$ cat src/rtl/tlas_pkg.sv
`default_nettype none
package tlas_pkg;
   // Clock and conversion timing
   localparam int unsigned CLK_HZ          = 40_000_000;
   localparam int unsigned MS_PER_S        = 1000;
   localparam int unsigned SLOW_PERIOD_MS  = 16000;
   localparam int unsigned SLOW_PERIOD_CYC = SLOW_PERIOD_MS * (CLK_HZ / MS_PER_S);
   localparam logic [3:0]  RATE_FASTEST    = 4'hA;

   // Register addresses
   localparam logic [7:0]  ADDR_STAT1      = 8'h02;
   localparam logic [7:0]  ADDR_CFG_RD     = 8'h03;
   localparam logic [7:0]  ADDR_RATE_RD    = 8'h04;
   localparam logic [7:0]  ADDR_CFG_WR     = 8'h09;
   localparam logic [7:0]  ADDR_RATE_WR    = 8'h0A;
   localparam logic [7:0]  ADDR_HYST       = 8'h21;
   localparam logic [7:0]  ADDR_STAT2      = 8'h23;
   localparam logic [7:0]  ADDR_LIM_BASE   = 8'h40;

   // Reset values
   localparam logic [7:0]  RATE_RST        = 8'h07;
   localparam logic [7:0]  CFG_RST         = 8'h00;
   localparam logic [7:0]  HYST_RST        = 8'h0A;
   localparam logic [7:0]  LIM_RST_HIGH    = 8'h7F;
   localparam logic [7:0]  LIM_RST_LOW     = 8'h00;
   localparam logic [7:0]  LIM_RST_CRIT    = 8'h55;

   // Field masks and bit positions
   localparam logic [7:0]  CFG_WR_MASK     = 8'hEF;
   localparam logic [7:0]  RATE_WR_MASK    = 8'h0F;
   localparam int unsigned CFG_MASK_ALL    = 7;
   localparam int unsigned CFG_STANDBY     = 6;
   localparam int unsigned CFG_PIN8        = 5;
   localparam int unsigned CFG_RANGE       = 2;
   localparam int unsigned CFG_REMOTE_ONE_IRQ_SUPPRESS     = 1;
   localparam int unsigned CFG_REMOTE_TWO_IRQ_SUPPRESS     = 0;

   // Limit bank layout
   localparam int unsigned LIM_NUM         = 13;
   localparam int unsigned LIM_L_HI        = 0;
   localparam int unsigned LIM_L_LO        = 1;
   localparam int unsigned LIM_L_CRIT      = 2;
   localparam int unsigned LIM_R1_BASE     = 3;
   localparam int unsigned LIM_R2_BASE     = 8;
   localparam int unsigned LIM_OFS_HI_MSB  = 0;
   localparam int unsigned LIM_OFS_HI_LSB  = 1;
   localparam int unsigned LIM_OFS_LO_MSB  = 2;
   localparam int unsigned LIM_OFS_LO_LSB  = 3;
   localparam int unsigned LIM_OFS_CRIT    = 4;
   localparam int unsigned NUM_CH          = 3;
   localparam logic [1:0]  FRAC_ZERO       = 2'h0;
endpackage
`default_nettype wire

$ cat src/rtl/tlas_limit_mem.sv
`default_nettype none
module tlas_limit_mem #(
   parameter int unsigned WIDTH   = 8,
   parameter int unsigned DEPTH   = 13,
   parameter logic [WIDTH*DEPTH-1:0] RST_VEC = '0
) (
   input  wire logic                     clk_i,
   input  wire logic                     rst_i,
   input  wire logic                     wr_en_i,
   input  wire logic [$clog2(DEPTH)-1:0] wr_idx_i,
   input  wire logic [WIDTH-1:0]         wr_data_i,
   input  wire logic                     rd_en_i,
   input  wire logic [$clog2(DEPTH)-1:0] rd_idx_i,
   output logic      [WIDTH-1:0]         rd_data_o,
   output logic      [WIDTH*DEPTH-1:0]   words_o
);
   logic [WIDTH*DEPTH-1:0] mem_q;
   logic [WIDTH*DEPTH-1:0] mem_d;
   logic [WIDTH-1:0]       rd_q;
   logic [WIDTH-1:0]       rd_d;

   initial
   begin
      if (DEPTH < 2 || WIDTH < 1)
      begin
         $error("Limit bank too small");
      end
   end

   // Write one entry, register the read port
   always_comb
   begin
      mem_d = mem_q;
      rd_d  = rd_q;
      if (wr_en_i && 32'(wr_idx_i) < DEPTH)
      begin
         mem_d[wr_idx_i*WIDTH +: WIDTH] = wr_data_i;
      end
      if (rd_en_i)
      begin
         rd_d = (32'(rd_idx_i) < DEPTH) ? mem_q[rd_idx_i*WIDTH +: WIDTH] : '0;
      end
   end

   always_ff @(posedge clk_i)
   begin
      if (rst_i)
      begin
         mem_q <= RST_VEC;
         rd_q  <= '0;
      end
      else
      begin
         mem_q <= mem_d;
         rd_q  <= rd_d;
      end
   end

   // Comparators see every limit at once
   assign rd_data_o = rd_q;
   assign words_o   = mem_q;
endmodule
`default_nettype wire

$ cat src/rtl/tlas_core.sv
// Notes on behaviour
// - Three limits per channel, remote split bytes
// - High trips on greater, low on equal-or-less
// - Critical output low when any critical exceeded
// - One hysteresis value, default ten degrees
// - Critical release below limit minus hysteresis
// - Limits compared raw, never converted on rescale
// - Rate code doubles from 1/16 to 64
// - Status registers ignore writes
// - Primary status bit layout as listed
// - Secondary status bit layout as listed
// - Eight sticky flags, cleared by status read
// - Unmasked flag sets latch, pulls interrupt low
// - Status read clears flags whose cause ended
// - Clear only when value in limits, sensor good
// - Latch survives reads, cleared by alert response
// - Critical flags self-clear, drive critical output
// - Pin 8 critical mode uses high limits only
// - Secondary bit 0 mirrors interrupt output
// - Config bit 5 chooses pin 8 function
// - Config masks: all, remote one, remote two
// - Config bit 2 selects extended range
`default_nettype none
module tlas_core #(
   parameter int unsigned SLOW_PERIOD_CYC = tlas_pkg::SLOW_PERIOD_CYC
) (
   input  wire logic       CLOCK_I,
   input  wire logic       SYS_RST_I,
   input  wire logic [7:0] REG_ADDR_I,
   input  wire logic       REG_WR_I,
   input  wire logic       REG_RD_I,
   input  wire logic [7:0] REG_WDATA_I,
   output logic      [7:0] REG_RDATA_O,
   output logic            REG_RVALID_O,
   input  wire logic       ALERT_ACK_I,
   input  wire logic       CONV_VALID_I,
   input  wire logic [1:0] CONV_CHAN_I,
   input  wire logic [9:0] CONV_TEMP_I,
   input  wire logic       CONV_OPEN_I,
   input  wire logic       CONV_BUSY_I,
   output logic            CONV_START_O,
   output logic            RANGE_EXT_O,
   output logic            STANDBY_O,
   output logic            PIN8_O,
   output logic            PIN8_OE_O,
   output logic            CRITICAL_TEMP_OUT_O,
   output logic            CRITICAL_TEMP_OUT_OE_O
);
   // One spare bit so a power-of-two slow period still fits the counter
   localparam int unsigned CNT_W  = $clog2(SLOW_PERIOD_CYC) + 1;
   localparam int unsigned IDX_W  = $clog2(tlas_pkg::LIM_NUM);
   localparam int unsigned NCH    = tlas_pkg::NUM_CH;

   initial
   begin
      if ((SLOW_PERIOD_CYC >> tlas_pkg::RATE_FASTEST) < 2)
      begin
         $error("Slow period too short for fastest rate");
      end
   end

   // Limit bank reset image
   function automatic logic [8*tlas_pkg::LIM_NUM-1:0] lim_rst_vec();
      logic [8*tlas_pkg::LIM_NUM-1:0] v;
      int unsigned b;
      v = '0;
      v[tlas_pkg::LIM_L_HI*8 +: 8]   = tlas_pkg::LIM_RST_HIGH;
      v[tlas_pkg::LIM_L_LO*8 +: 8]   = tlas_pkg::LIM_RST_LOW;
      v[tlas_pkg::LIM_L_CRIT*8 +: 8] = tlas_pkg::LIM_RST_CRIT;
      for (int r = 0; r < 2; r++)
      begin
         b = (r == 0) ? tlas_pkg::LIM_R1_BASE : tlas_pkg::LIM_R2_BASE;
         v[(b + tlas_pkg::LIM_OFS_HI_MSB)*8 +: 8] = tlas_pkg::LIM_RST_HIGH;
         v[(b + tlas_pkg::LIM_OFS_LO_MSB)*8 +: 8] = tlas_pkg::LIM_RST_LOW;
         v[(b + tlas_pkg::LIM_OFS_CRIT)*8 +: 8]   = tlas_pkg::LIM_RST_CRIT;
      end
      return v;
   endfunction

   logic [7:0]                   cfg_q, cfg_d, rate_q, rate_d, hyst_q, hyst_d;
   logic [7:0]                   rdata_q, rdata_d;
   logic                         rvalid_q, rd_mem_q, rd_d_mem;
   logic                         alert_q, alert_d, start_q, start_d;
   logic [CNT_W-1:0]             cnt_q, cnt_d, period;
   logic [3:0]                   rate_eff;
   logic [8*tlas_pkg::LIM_NUM-1:0] words;
   logic [7:0]                   mem_rdata;
   logic [IDX_W-1:0]             lim_idx;
   logic                         is_lim, rd_s1, rd_s2;
   logic [NCH-1:0]               over_f, under_f, open_f, crit_q, th2_q, eval_v;
   logic [NCH-1:0]               over_v, under_v, crit_v;
   logic                         pin8_th2, mask_all, unmasked;
   logic [7:0]                   stat1, stat2;
   logic [7:0]                   lim_ofs;

   // Address decode; limit window sits above the fixed registers
   assign lim_ofs = REG_ADDR_I - tlas_pkg::ADDR_LIM_BASE;
   assign is_lim  = (REG_ADDR_I >= tlas_pkg::ADDR_LIM_BASE) &&
                    (32'(lim_ofs) < tlas_pkg::LIM_NUM);
   assign lim_idx = lim_ofs[IDX_W-1:0];
   assign rd_s1   = REG_RD_I && REG_ADDR_I == tlas_pkg::ADDR_STAT1;
   assign rd_s2   = REG_RD_I && REG_ADDR_I == tlas_pkg::ADDR_STAT2;

   tlas_limit_mem #(
      .WIDTH   (8),
      .DEPTH   (tlas_pkg::LIM_NUM),
      .RST_VEC (lim_rst_vec())
   ) u_limits (
      .clk_i     (CLOCK_I),
      .rst_i     (SYS_RST_I),
      .wr_en_i   (REG_WR_I && is_lim),
      .wr_idx_i  (lim_idx),
      .wr_data_i (REG_WDATA_I),
      .rd_en_i   (REG_RD_I && is_lim),
      .rd_idx_i  (lim_idx),
      .rd_data_o (mem_rdata),
      .words_o   (words)
   );

   assign pin8_th2 = cfg_q[tlas_pkg::CFG_PIN8];
   assign mask_all = cfg_q[tlas_pkg::CFG_MASK_ALL];

   // Per-channel comparators and flags; limits used as stored bytes
   for (genvar ch = 0; ch < NCH; ch++)
   begin : g_ch
      logic [9:0]  hi10, lo10, crit10;
      logic [10:0] meas_h;
      logic        over_f_d, under_f_d, open_f_d, crit_d, th2_d;
      logic        over_c, under_c, open_c, over_cq, under_cq, open_cq;
      logic        clr, crit_rel, th2_rel;
      if (ch == 0)
      begin : g_loc
         assign hi10   = {words[tlas_pkg::LIM_L_HI*8 +: 8], tlas_pkg::FRAC_ZERO};
         assign lo10   = {words[tlas_pkg::LIM_L_LO*8 +: 8], tlas_pkg::FRAC_ZERO};
         assign crit10 = {words[tlas_pkg::LIM_L_CRIT*8 +: 8], tlas_pkg::FRAC_ZERO};
      end
      else
      begin : g_rem
         localparam int unsigned B = (ch == 1) ? tlas_pkg::LIM_R1_BASE : tlas_pkg::LIM_R2_BASE;
         assign hi10   = {words[(B + tlas_pkg::LIM_OFS_HI_MSB)*8 +: 8],
                          words[(B + tlas_pkg::LIM_OFS_HI_LSB)*8 + 6 +: 2]};
         assign lo10   = {words[(B + tlas_pkg::LIM_OFS_LO_MSB)*8 +: 8],
                          words[(B + tlas_pkg::LIM_OFS_LO_LSB)*8 + 6 +: 2]};
         assign crit10 = {words[(B + tlas_pkg::LIM_OFS_CRIT)*8 +: 8], tlas_pkg::FRAC_ZERO};
      end
      assign eval_v[ch]  = CONV_VALID_I && 32'(CONV_CHAN_I) == ch;
      assign over_v[ch]  = CONV_TEMP_I > hi10;
      assign under_v[ch] = CONV_TEMP_I <= lo10;
      assign crit_v[ch]  = CONV_TEMP_I > crit10;
      // Adding hysteresis to the sample avoids an underflow on the limit
      assign meas_h   = {1'b0, CONV_TEMP_I} + {1'b0, hyst_q, tlas_pkg::FRAC_ZERO};
      assign crit_rel = meas_h < {1'b0, crit10};
      assign th2_rel  = meas_h < {1'b0, hi10};
      assign clr      = (ch == 2) ? rd_s2 : rd_s1;
      assign over_c   = eval_v[ch] ? over_v[ch] : over_cq;
      assign under_c  = eval_v[ch] ? under_v[ch] : under_cq;
      assign open_c   = (ch == 0) ? 1'b0 : (eval_v[ch] ? CONV_OPEN_I : open_cq);

      // Next flag values: a new trip wins over a read in the same cycle
      always_comb
      begin
         over_f_d  = (eval_v[ch] && over_v[ch]) || (over_f[ch] && !(clr && !over_c));
         under_f_d = (eval_v[ch] && under_v[ch]) || (under_f[ch] && !(clr && !under_c));
         open_f_d  = (ch != 0) && ((eval_v[ch] && CONV_OPEN_I) ||
                                   (open_f[ch] && !(clr && !open_c)));
         crit_d    = crit_q[ch];
         th2_d     = th2_q[ch];
         if (eval_v[ch])
         begin
            crit_d = crit_v[ch] || (crit_q[ch] && !crit_rel);
            th2_d  = over_v[ch] || (th2_q[ch] && !th2_rel);
         end
      end

      always_ff @(posedge CLOCK_I)
      begin
         if (SYS_RST_I)
         begin
            over_f[ch]  <= 1'b0;
            under_f[ch] <= 1'b0;
            open_f[ch]  <= 1'b0;
            crit_q[ch]  <= 1'b0;
            th2_q[ch]   <= 1'b0;
            over_cq     <= 1'b0;
            under_cq    <= 1'b0;
            open_cq     <= 1'b0;
         end
         else
         begin
            over_f[ch]  <= over_f_d;
            under_f[ch] <= under_f_d;
            open_f[ch]  <= open_f_d;
            crit_q[ch]  <= crit_d;
            th2_q[ch]   <= th2_d;
            over_cq     <= over_c;
            under_cq    <= under_c;
            open_cq     <= open_c;
         end
      end
   end

   // Remote masks cover limit trips only, not open sensors
   assign unmasked = over_f[0] || under_f[0] || open_f[1] || open_f[2] ||
                     ((over_f[1] || under_f[1]) && !cfg_q[tlas_pkg::CFG_REMOTE_ONE_IRQ_SUPPRESS]) ||
                     ((over_f[2] || under_f[2]) && !cfg_q[tlas_pkg::CFG_REMOTE_TWO_IRQ_SUPPRESS]);

   assign stat1 = {CONV_BUSY_I, over_f[0], under_f[0], over_f[1], under_f[1],
                   open_f[1], crit_q[1], crit_q[0]};
   assign stat2 = {3'h0, over_f[2], under_f[2], open_f[2], crit_q[2], alert_q};

   // Rate code above the fastest step runs at the fastest step
   assign rate_eff = (rate_q[3:0] > tlas_pkg::RATE_FASTEST) ? tlas_pkg::RATE_FASTEST
                                                             : rate_q[3:0];
   assign period   = CNT_W'(SLOW_PERIOD_CYC >> rate_eff);

   // Control registers, read path, alert latch and conversion timer
   always_comb
   begin
      cfg_d    = cfg_q;
      rate_d   = rate_q;
      hyst_d   = hyst_q;
      rdata_d  = rdata_q;
      rd_d_mem = rd_mem_q;
      cnt_d    = cnt_q + CNT_W'(1);
      start_d  = 1'b0;
      alert_d  = alert_q;
      if (REG_WR_I)
      begin
         case (REG_ADDR_I)
            tlas_pkg::ADDR_CFG_WR:  cfg_d  = REG_WDATA_I & tlas_pkg::CFG_WR_MASK;
            tlas_pkg::ADDR_RATE_WR: rate_d = REG_WDATA_I & tlas_pkg::RATE_WR_MASK;
            tlas_pkg::ADDR_HYST:    hyst_d = REG_WDATA_I;
            default:                cfg_d  = cfg_q;       // Status writes dropped
         endcase
      end
      if (REG_RD_I)
      begin
         rd_d_mem = is_lim;
         case (REG_ADDR_I)
            tlas_pkg::ADDR_STAT1:   rdata_d = stat1;
            tlas_pkg::ADDR_STAT2:   rdata_d = stat2;
            tlas_pkg::ADDR_CFG_RD:  rdata_d = cfg_q;
            tlas_pkg::ADDR_RATE_RD: rdata_d = rate_q;
            tlas_pkg::ADDR_HYST:    rdata_d = hyst_q;
            default:                rdata_d = 8'h00;
         endcase
      end
      if (REG_WR_I && REG_ADDR_I == tlas_pkg::ADDR_RATE_WR)
      begin
         cnt_d = '0;
      end
      else if (cnt_q >= period - CNT_W'(1))
      begin
         cnt_d   = '0;
         start_d = 1'b1;
      end
      if (mask_all || pin8_th2)
      begin
         alert_d = 1'b0;
      end
      else if (unmasked)
      begin
         alert_d = 1'b1;
      end
      else if (ALERT_ACK_I)
      begin
         alert_d = 1'b0;
      end
   end

   always_ff @(posedge CLOCK_I)
   begin
      if (SYS_RST_I)
      begin
         cfg_q    <= tlas_pkg::CFG_RST;
         rate_q   <= tlas_pkg::RATE_RST;
         hyst_q   <= tlas_pkg::HYST_RST;
         rdata_q  <= 8'h00;
         rvalid_q <= 1'b0;
         rd_mem_q <= 1'b0;
         cnt_q    <= '0;
         start_q  <= 1'b0;
         alert_q  <= 1'b0;
      end
      else
      begin
         cfg_q    <= cfg_d;
         rate_q   <= rate_d;
         hyst_q   <= hyst_d;
         rdata_q  <= rdata_d;
         rvalid_q <= REG_RD_I;
         rd_mem_q <= rd_d_mem;
         cnt_q    <= cnt_d;
         start_q  <= start_d;
         alert_q  <= alert_d;
      end
   end

   // Outputs; open-drain pins only ever pull low
   assign REG_RDATA_O  = rd_mem_q ? mem_rdata : rdata_q;
   assign REG_RVALID_O = rvalid_q;
   assign CONV_START_O = start_q;
   assign RANGE_EXT_O  = cfg_q[tlas_pkg::CFG_RANGE];
   assign STANDBY_O    = cfg_q[tlas_pkg::CFG_STANDBY];
   assign PIN8_O       = 1'b0;
   assign CRITICAL_TEMP_OUT_O      = 1'b0;
   assign CRITICAL_TEMP_OUT_OE_O   = |crit_q;
   assign PIN8_OE_O    = pin8_th2 ? |th2_q : alert_q;
endmodule
`default_nettype wire

$ cat config.mk
export PLATFORM = sky130hd
export DESIGN_NAME = tlas_core
export DESIGN_NICKNAME = d
export VERILOG_FILES = /design/src/rtl/tlas_pkg.sv /design/src/rtl/tlas_limit_mem.sv /design/src/rtl/tlas_core.sv
export SDC_FILE = /design/constraint.sdc
export NUM_CORES = 1
export LEC_CHECK = 0
export BUFFER_PORTS_ARGS = -buffer_cell sky130_fd_sc_hd__buf_4
export CORE_MARGIN = 3
export CORE_UTILIZATION = 40
export DETAILED_ROUTE_END_ITERATION = 8
export SLEW_MARGIN = 0
export SYNTH_ARGS = -nofsm -noshare
export SYNTH_HDL_FRONTEND = slang
export SYNTH_SLANG_ARGS = --single-unit
$ cat constraint.sdc
create_clock -name CLOCK_I -period 6.9 [get_ports CLOCK_I]
set_clock_uncertainty 0.15 [all_clocks]
set_input_delay 0 -clock CLOCK_I [delete_from_list [all_inputs] [get_ports CLOCK_I]]
set_output_delay 0 -clock CLOCK_I [all_outputs]
set_load 0.01 [all_outputs]
==> reports/qor.csv <==
stage,metric,value,unit
run_status,status,finished clean,
global_route,grt_pass1_vias,11100,
global_route,grt_first_pass_wirelength,65500,µm
detailed_routing,routed_wl,42600,µm
clock_network,clock_path_buffers,2,
setup_path,crit_chain,"nand2_1, nand2_1, nand2_1, nand2_1, inv_1, ha_1, nor4_4, a41oi_2, a2111oi_4, nand2_2, nor3b_2, xor2_1, ha_1, nand4_1, nor4_1, a221oi_1, o41ai_1, or4_1, a21oi_1",
die,initial_core_util,40.7,%
setup_path,cp_data_required_time,7120,ps
cells_and_area,nets,1783,
logic_synthesis,synth_edf_count,0,
detailed_routing,drc,0,
clock_network,insertion_delay,460,ps
cells_and_area,n_fill_cell,3218,
sta,timing.final.crit_share,81.7,%
clock_network,clk_pin_slew,80,ps
pwr,p_per_area,170,nW/µm²
logic_synthesis,synth.area.top_cells,"dfxtp_1 (30%), ha_1 (17%), mux2i_1 (6.6%)",
sta,hold_slack,54.9,ps
detailed_routing,wl_per_cell,21.1,µm
logic_synthesis,ys_ff_latch,196,
sta,setup_viol,0,
clock_network,cts_buffers,17,
clock_network,cts_hold_buf,23,
logic_synthesis,synthesis.area,13300,µm²
sta,hold_violations,0,
setup_path,endpoint_kind,register,
logic_synthesis,yosys.cell_types.count,74,
logic_synthesis,yosysTopAreaCell,dfxtp_1,
cells_and_area,layout-drive-gt1-share,8.86,%
sta,rsz0062_at_grt,false,
pwr,peakVddDrop,0.000192,V
logic_synthesis,yosysMostFrequentCell,dfxtp_1,
sta,fmax,0.177,GHz
detailed_routing,drtIter0Drc,1152,
global_route,grt_overflow_total,0,
setup_path,path_class,reg2reg,
setup_path,cp.arrival,5860,ps
min_path,holdCritPathClass,in2reg,
die,num_io_pins,52,
sta,maxSlewHeadroom,25.7,%
die,rows,66,
setup_path,cp_slowest_cell,or4_1,
logic_synthesis,yosys_warnings,0,
pwr,power,0.00251,W
logic_synthesis,synthTopCellsByCount,"dfxtp_1 (196), ha_1 (179), nand2_1 (157)",
clock_network,root_buffer,clkbuf_16,
clock_network,cts_tree,done,
detailed_routing,first_pass_iters,5,
clock_network,post_cts_buffers,0,
global_route,grt_max_degree,67,
clock_network,htreeDepth,4,
sta,tns,0,ps
die,fp.dieW,188,µm
die,die_y,188,µm
logic_synthesis,synth-seq-area-share,29.6,%
setup_path,cpPeakStageDelay,960,ps
clock_network,cts-resized-gates,0,
logic_synthesis,synth_flop_cell,dfxtp_1,
die,die_area,35400,µm²
cells_and_area,area_delta_synth_final,11.2,%
logic_synthesis,syn_inst,1545,
placement,numPortBuffers,49,
sta,finalCriticalPeriod,5640,ps
sta,finalMaxSlewViolations,0,
logic_synthesis,yosysTopAreaCellShare,29.6,%
die,core,32600,µm²
setup_path,start_kind,register,
sta,tightest_slew,1110,ps
clock_network,clock-sinks,196,
setup_path,cp_max_fo,31,
cells_and_area,diodes,0,
setup_path,cp_common_cell,nand2_1,
detailed_routing,vias,11700,
logic_synthesis,avgSynthCellArea,8.59,µm²
pwr,leakagePower,6.71,nW
placement,globalplace.congestion,0.936,
detailed_routing,drtAntennaViolNets,0,
global_route,grt_usage,24.1,%
detailed_routing,vias_per_cell,5.80,
global_route,antenna_found_initial,0,
flow_run,max_cap_viol_count,0,
placement,dp_hpwl,31700,µm
logic_synthesis,ys_async_sr_fraction,0,%
[worst max-delay path, delay by kind of cell, from the launching register on]
| kind | cells | cell delay, ps |
|---|---|---|
| compound gates | 5 | 1420 |
| xor+xnor | 1 | 180 |
| fa+ha+maj | 2 | 600 |
| buf+inv | 1 | 140 |
| flops | 1 | 640 |
| simple gates | 10 | 2430 |
[cells in the final DEF, fill, tap and decap left out, types with 7 or more instances in the layout]
cell type	n
inv_1	98
xnor2_1	11
and2_1	24
and4_1	7
nand3_1	60
nand4_1	32
nor4_1	9
nand2b_1	18
and3_1	25
a211oi_1	13
buf_4	56
clkbuf_16	17
a222oi_1	8
mux4_2	24
o211ai_1	25
o21ai_0	58
dfxtp_1	196
nand2_1	157
o21a_1	9
a21oi_1	106
nor3_1	10
mux2_2	9
a21o_1	21
a221oi_1	10
ha_1	179
nor2b_1	12
xor2_1	31
mux2i_1	87
nor2_1	141
dlygate4sd3_1	23
[worst paths after layout]
kind / from / endpoint / slack [ps] / cells past startpoint
worst max register to register: rate_q[3] / cnt_q[25] / 1260 / 19
worst min register to register: g_ch[2].over_cq / g_ch[2].over_cq / 300 / 2
worst min-delay path: REG_ADDR_I[3] / rate_q[2] / 50 / 5
worst max-delay path: rate_q[3] / cnt_q[25] / 1260 / 19
[per-stage QoR]
| stage | cell area, µm² | setup slack (ps) | instances | util (%) |
|---|---|---|---|---|
| after floorplan | 13300 | 1910 | 1546 | - |
| after global placement | 13900 | 1410 | 1967 | 42.7 |
| after detailed placement | 13900 | 1240 | 1967 | 42.7 |
| after CTS | 14800 | 1230 | 2022 | 45.3 |
| after global routing | 14800 | 835 | 2022 | 45.3 |
| final | 14800 | 1260 | 2022 | 45.3 |
[final cells by class]
cell class                 count  area, µm²  share of cell area [%]
multi-input combinational   1173       8650                    58.6
sequential                   196       3920                    26.6
timing repair buffer          79        651                    4.41
tap                          442        553                    3.75
clock buffer                  17        425                    2.88
inverter                     100        375                    2.54
clock inverter                15        190                    1.29
[flip-flops by register name, indices dropped and copies added, names as in the netlist, 2 cells and up]
register,cells
cnt_q,31
hyst_q,8
crit_q,3
cfg_q,7
stat1,2
open_f,2
over_f,3
rate_q,4
g_ch.over_cq,3
u_limits.rd_data_o,8
u_limits.words_o,104
rdata_q,8
g_ch.under_cq,3
g_ch.open_cq,2
th2_q,3
[kinds of logic (layout without fill, tap and decap cells)]
logic type,after synthesis,after routing,synth area share (%)
AND/OR/NAND/NOR,526,526,19.1
flip-flops,196,196,29.6
adder cells (fa/ha/maj),180,180,17.0
buffers and inverters,177,211,5.34
multiplexers,120,120,11.4
other,2,3,0.0566
XOR/XNOR,42,42,2.77
AO/OA/AOI/OAI,302,302,14.8
[metal layers]
metal	up-vias	wire (µm)	global-route usage, %
met2	444	18400	36.3
met5	-	51	1.10
met1	5598	19600	34.1
met4	2	1250	7.88
li1	5608	-	-
met3	80	3360	5.40
[where the power goes]
part	total, W	switching (W)	internal, W
clock network	0.00104	0.000521	0.000523
registers	0.00115	0.00000963	0.00114
logic	0.000313	0.000201	0.000112
Power figures use the tool's default switching activity.
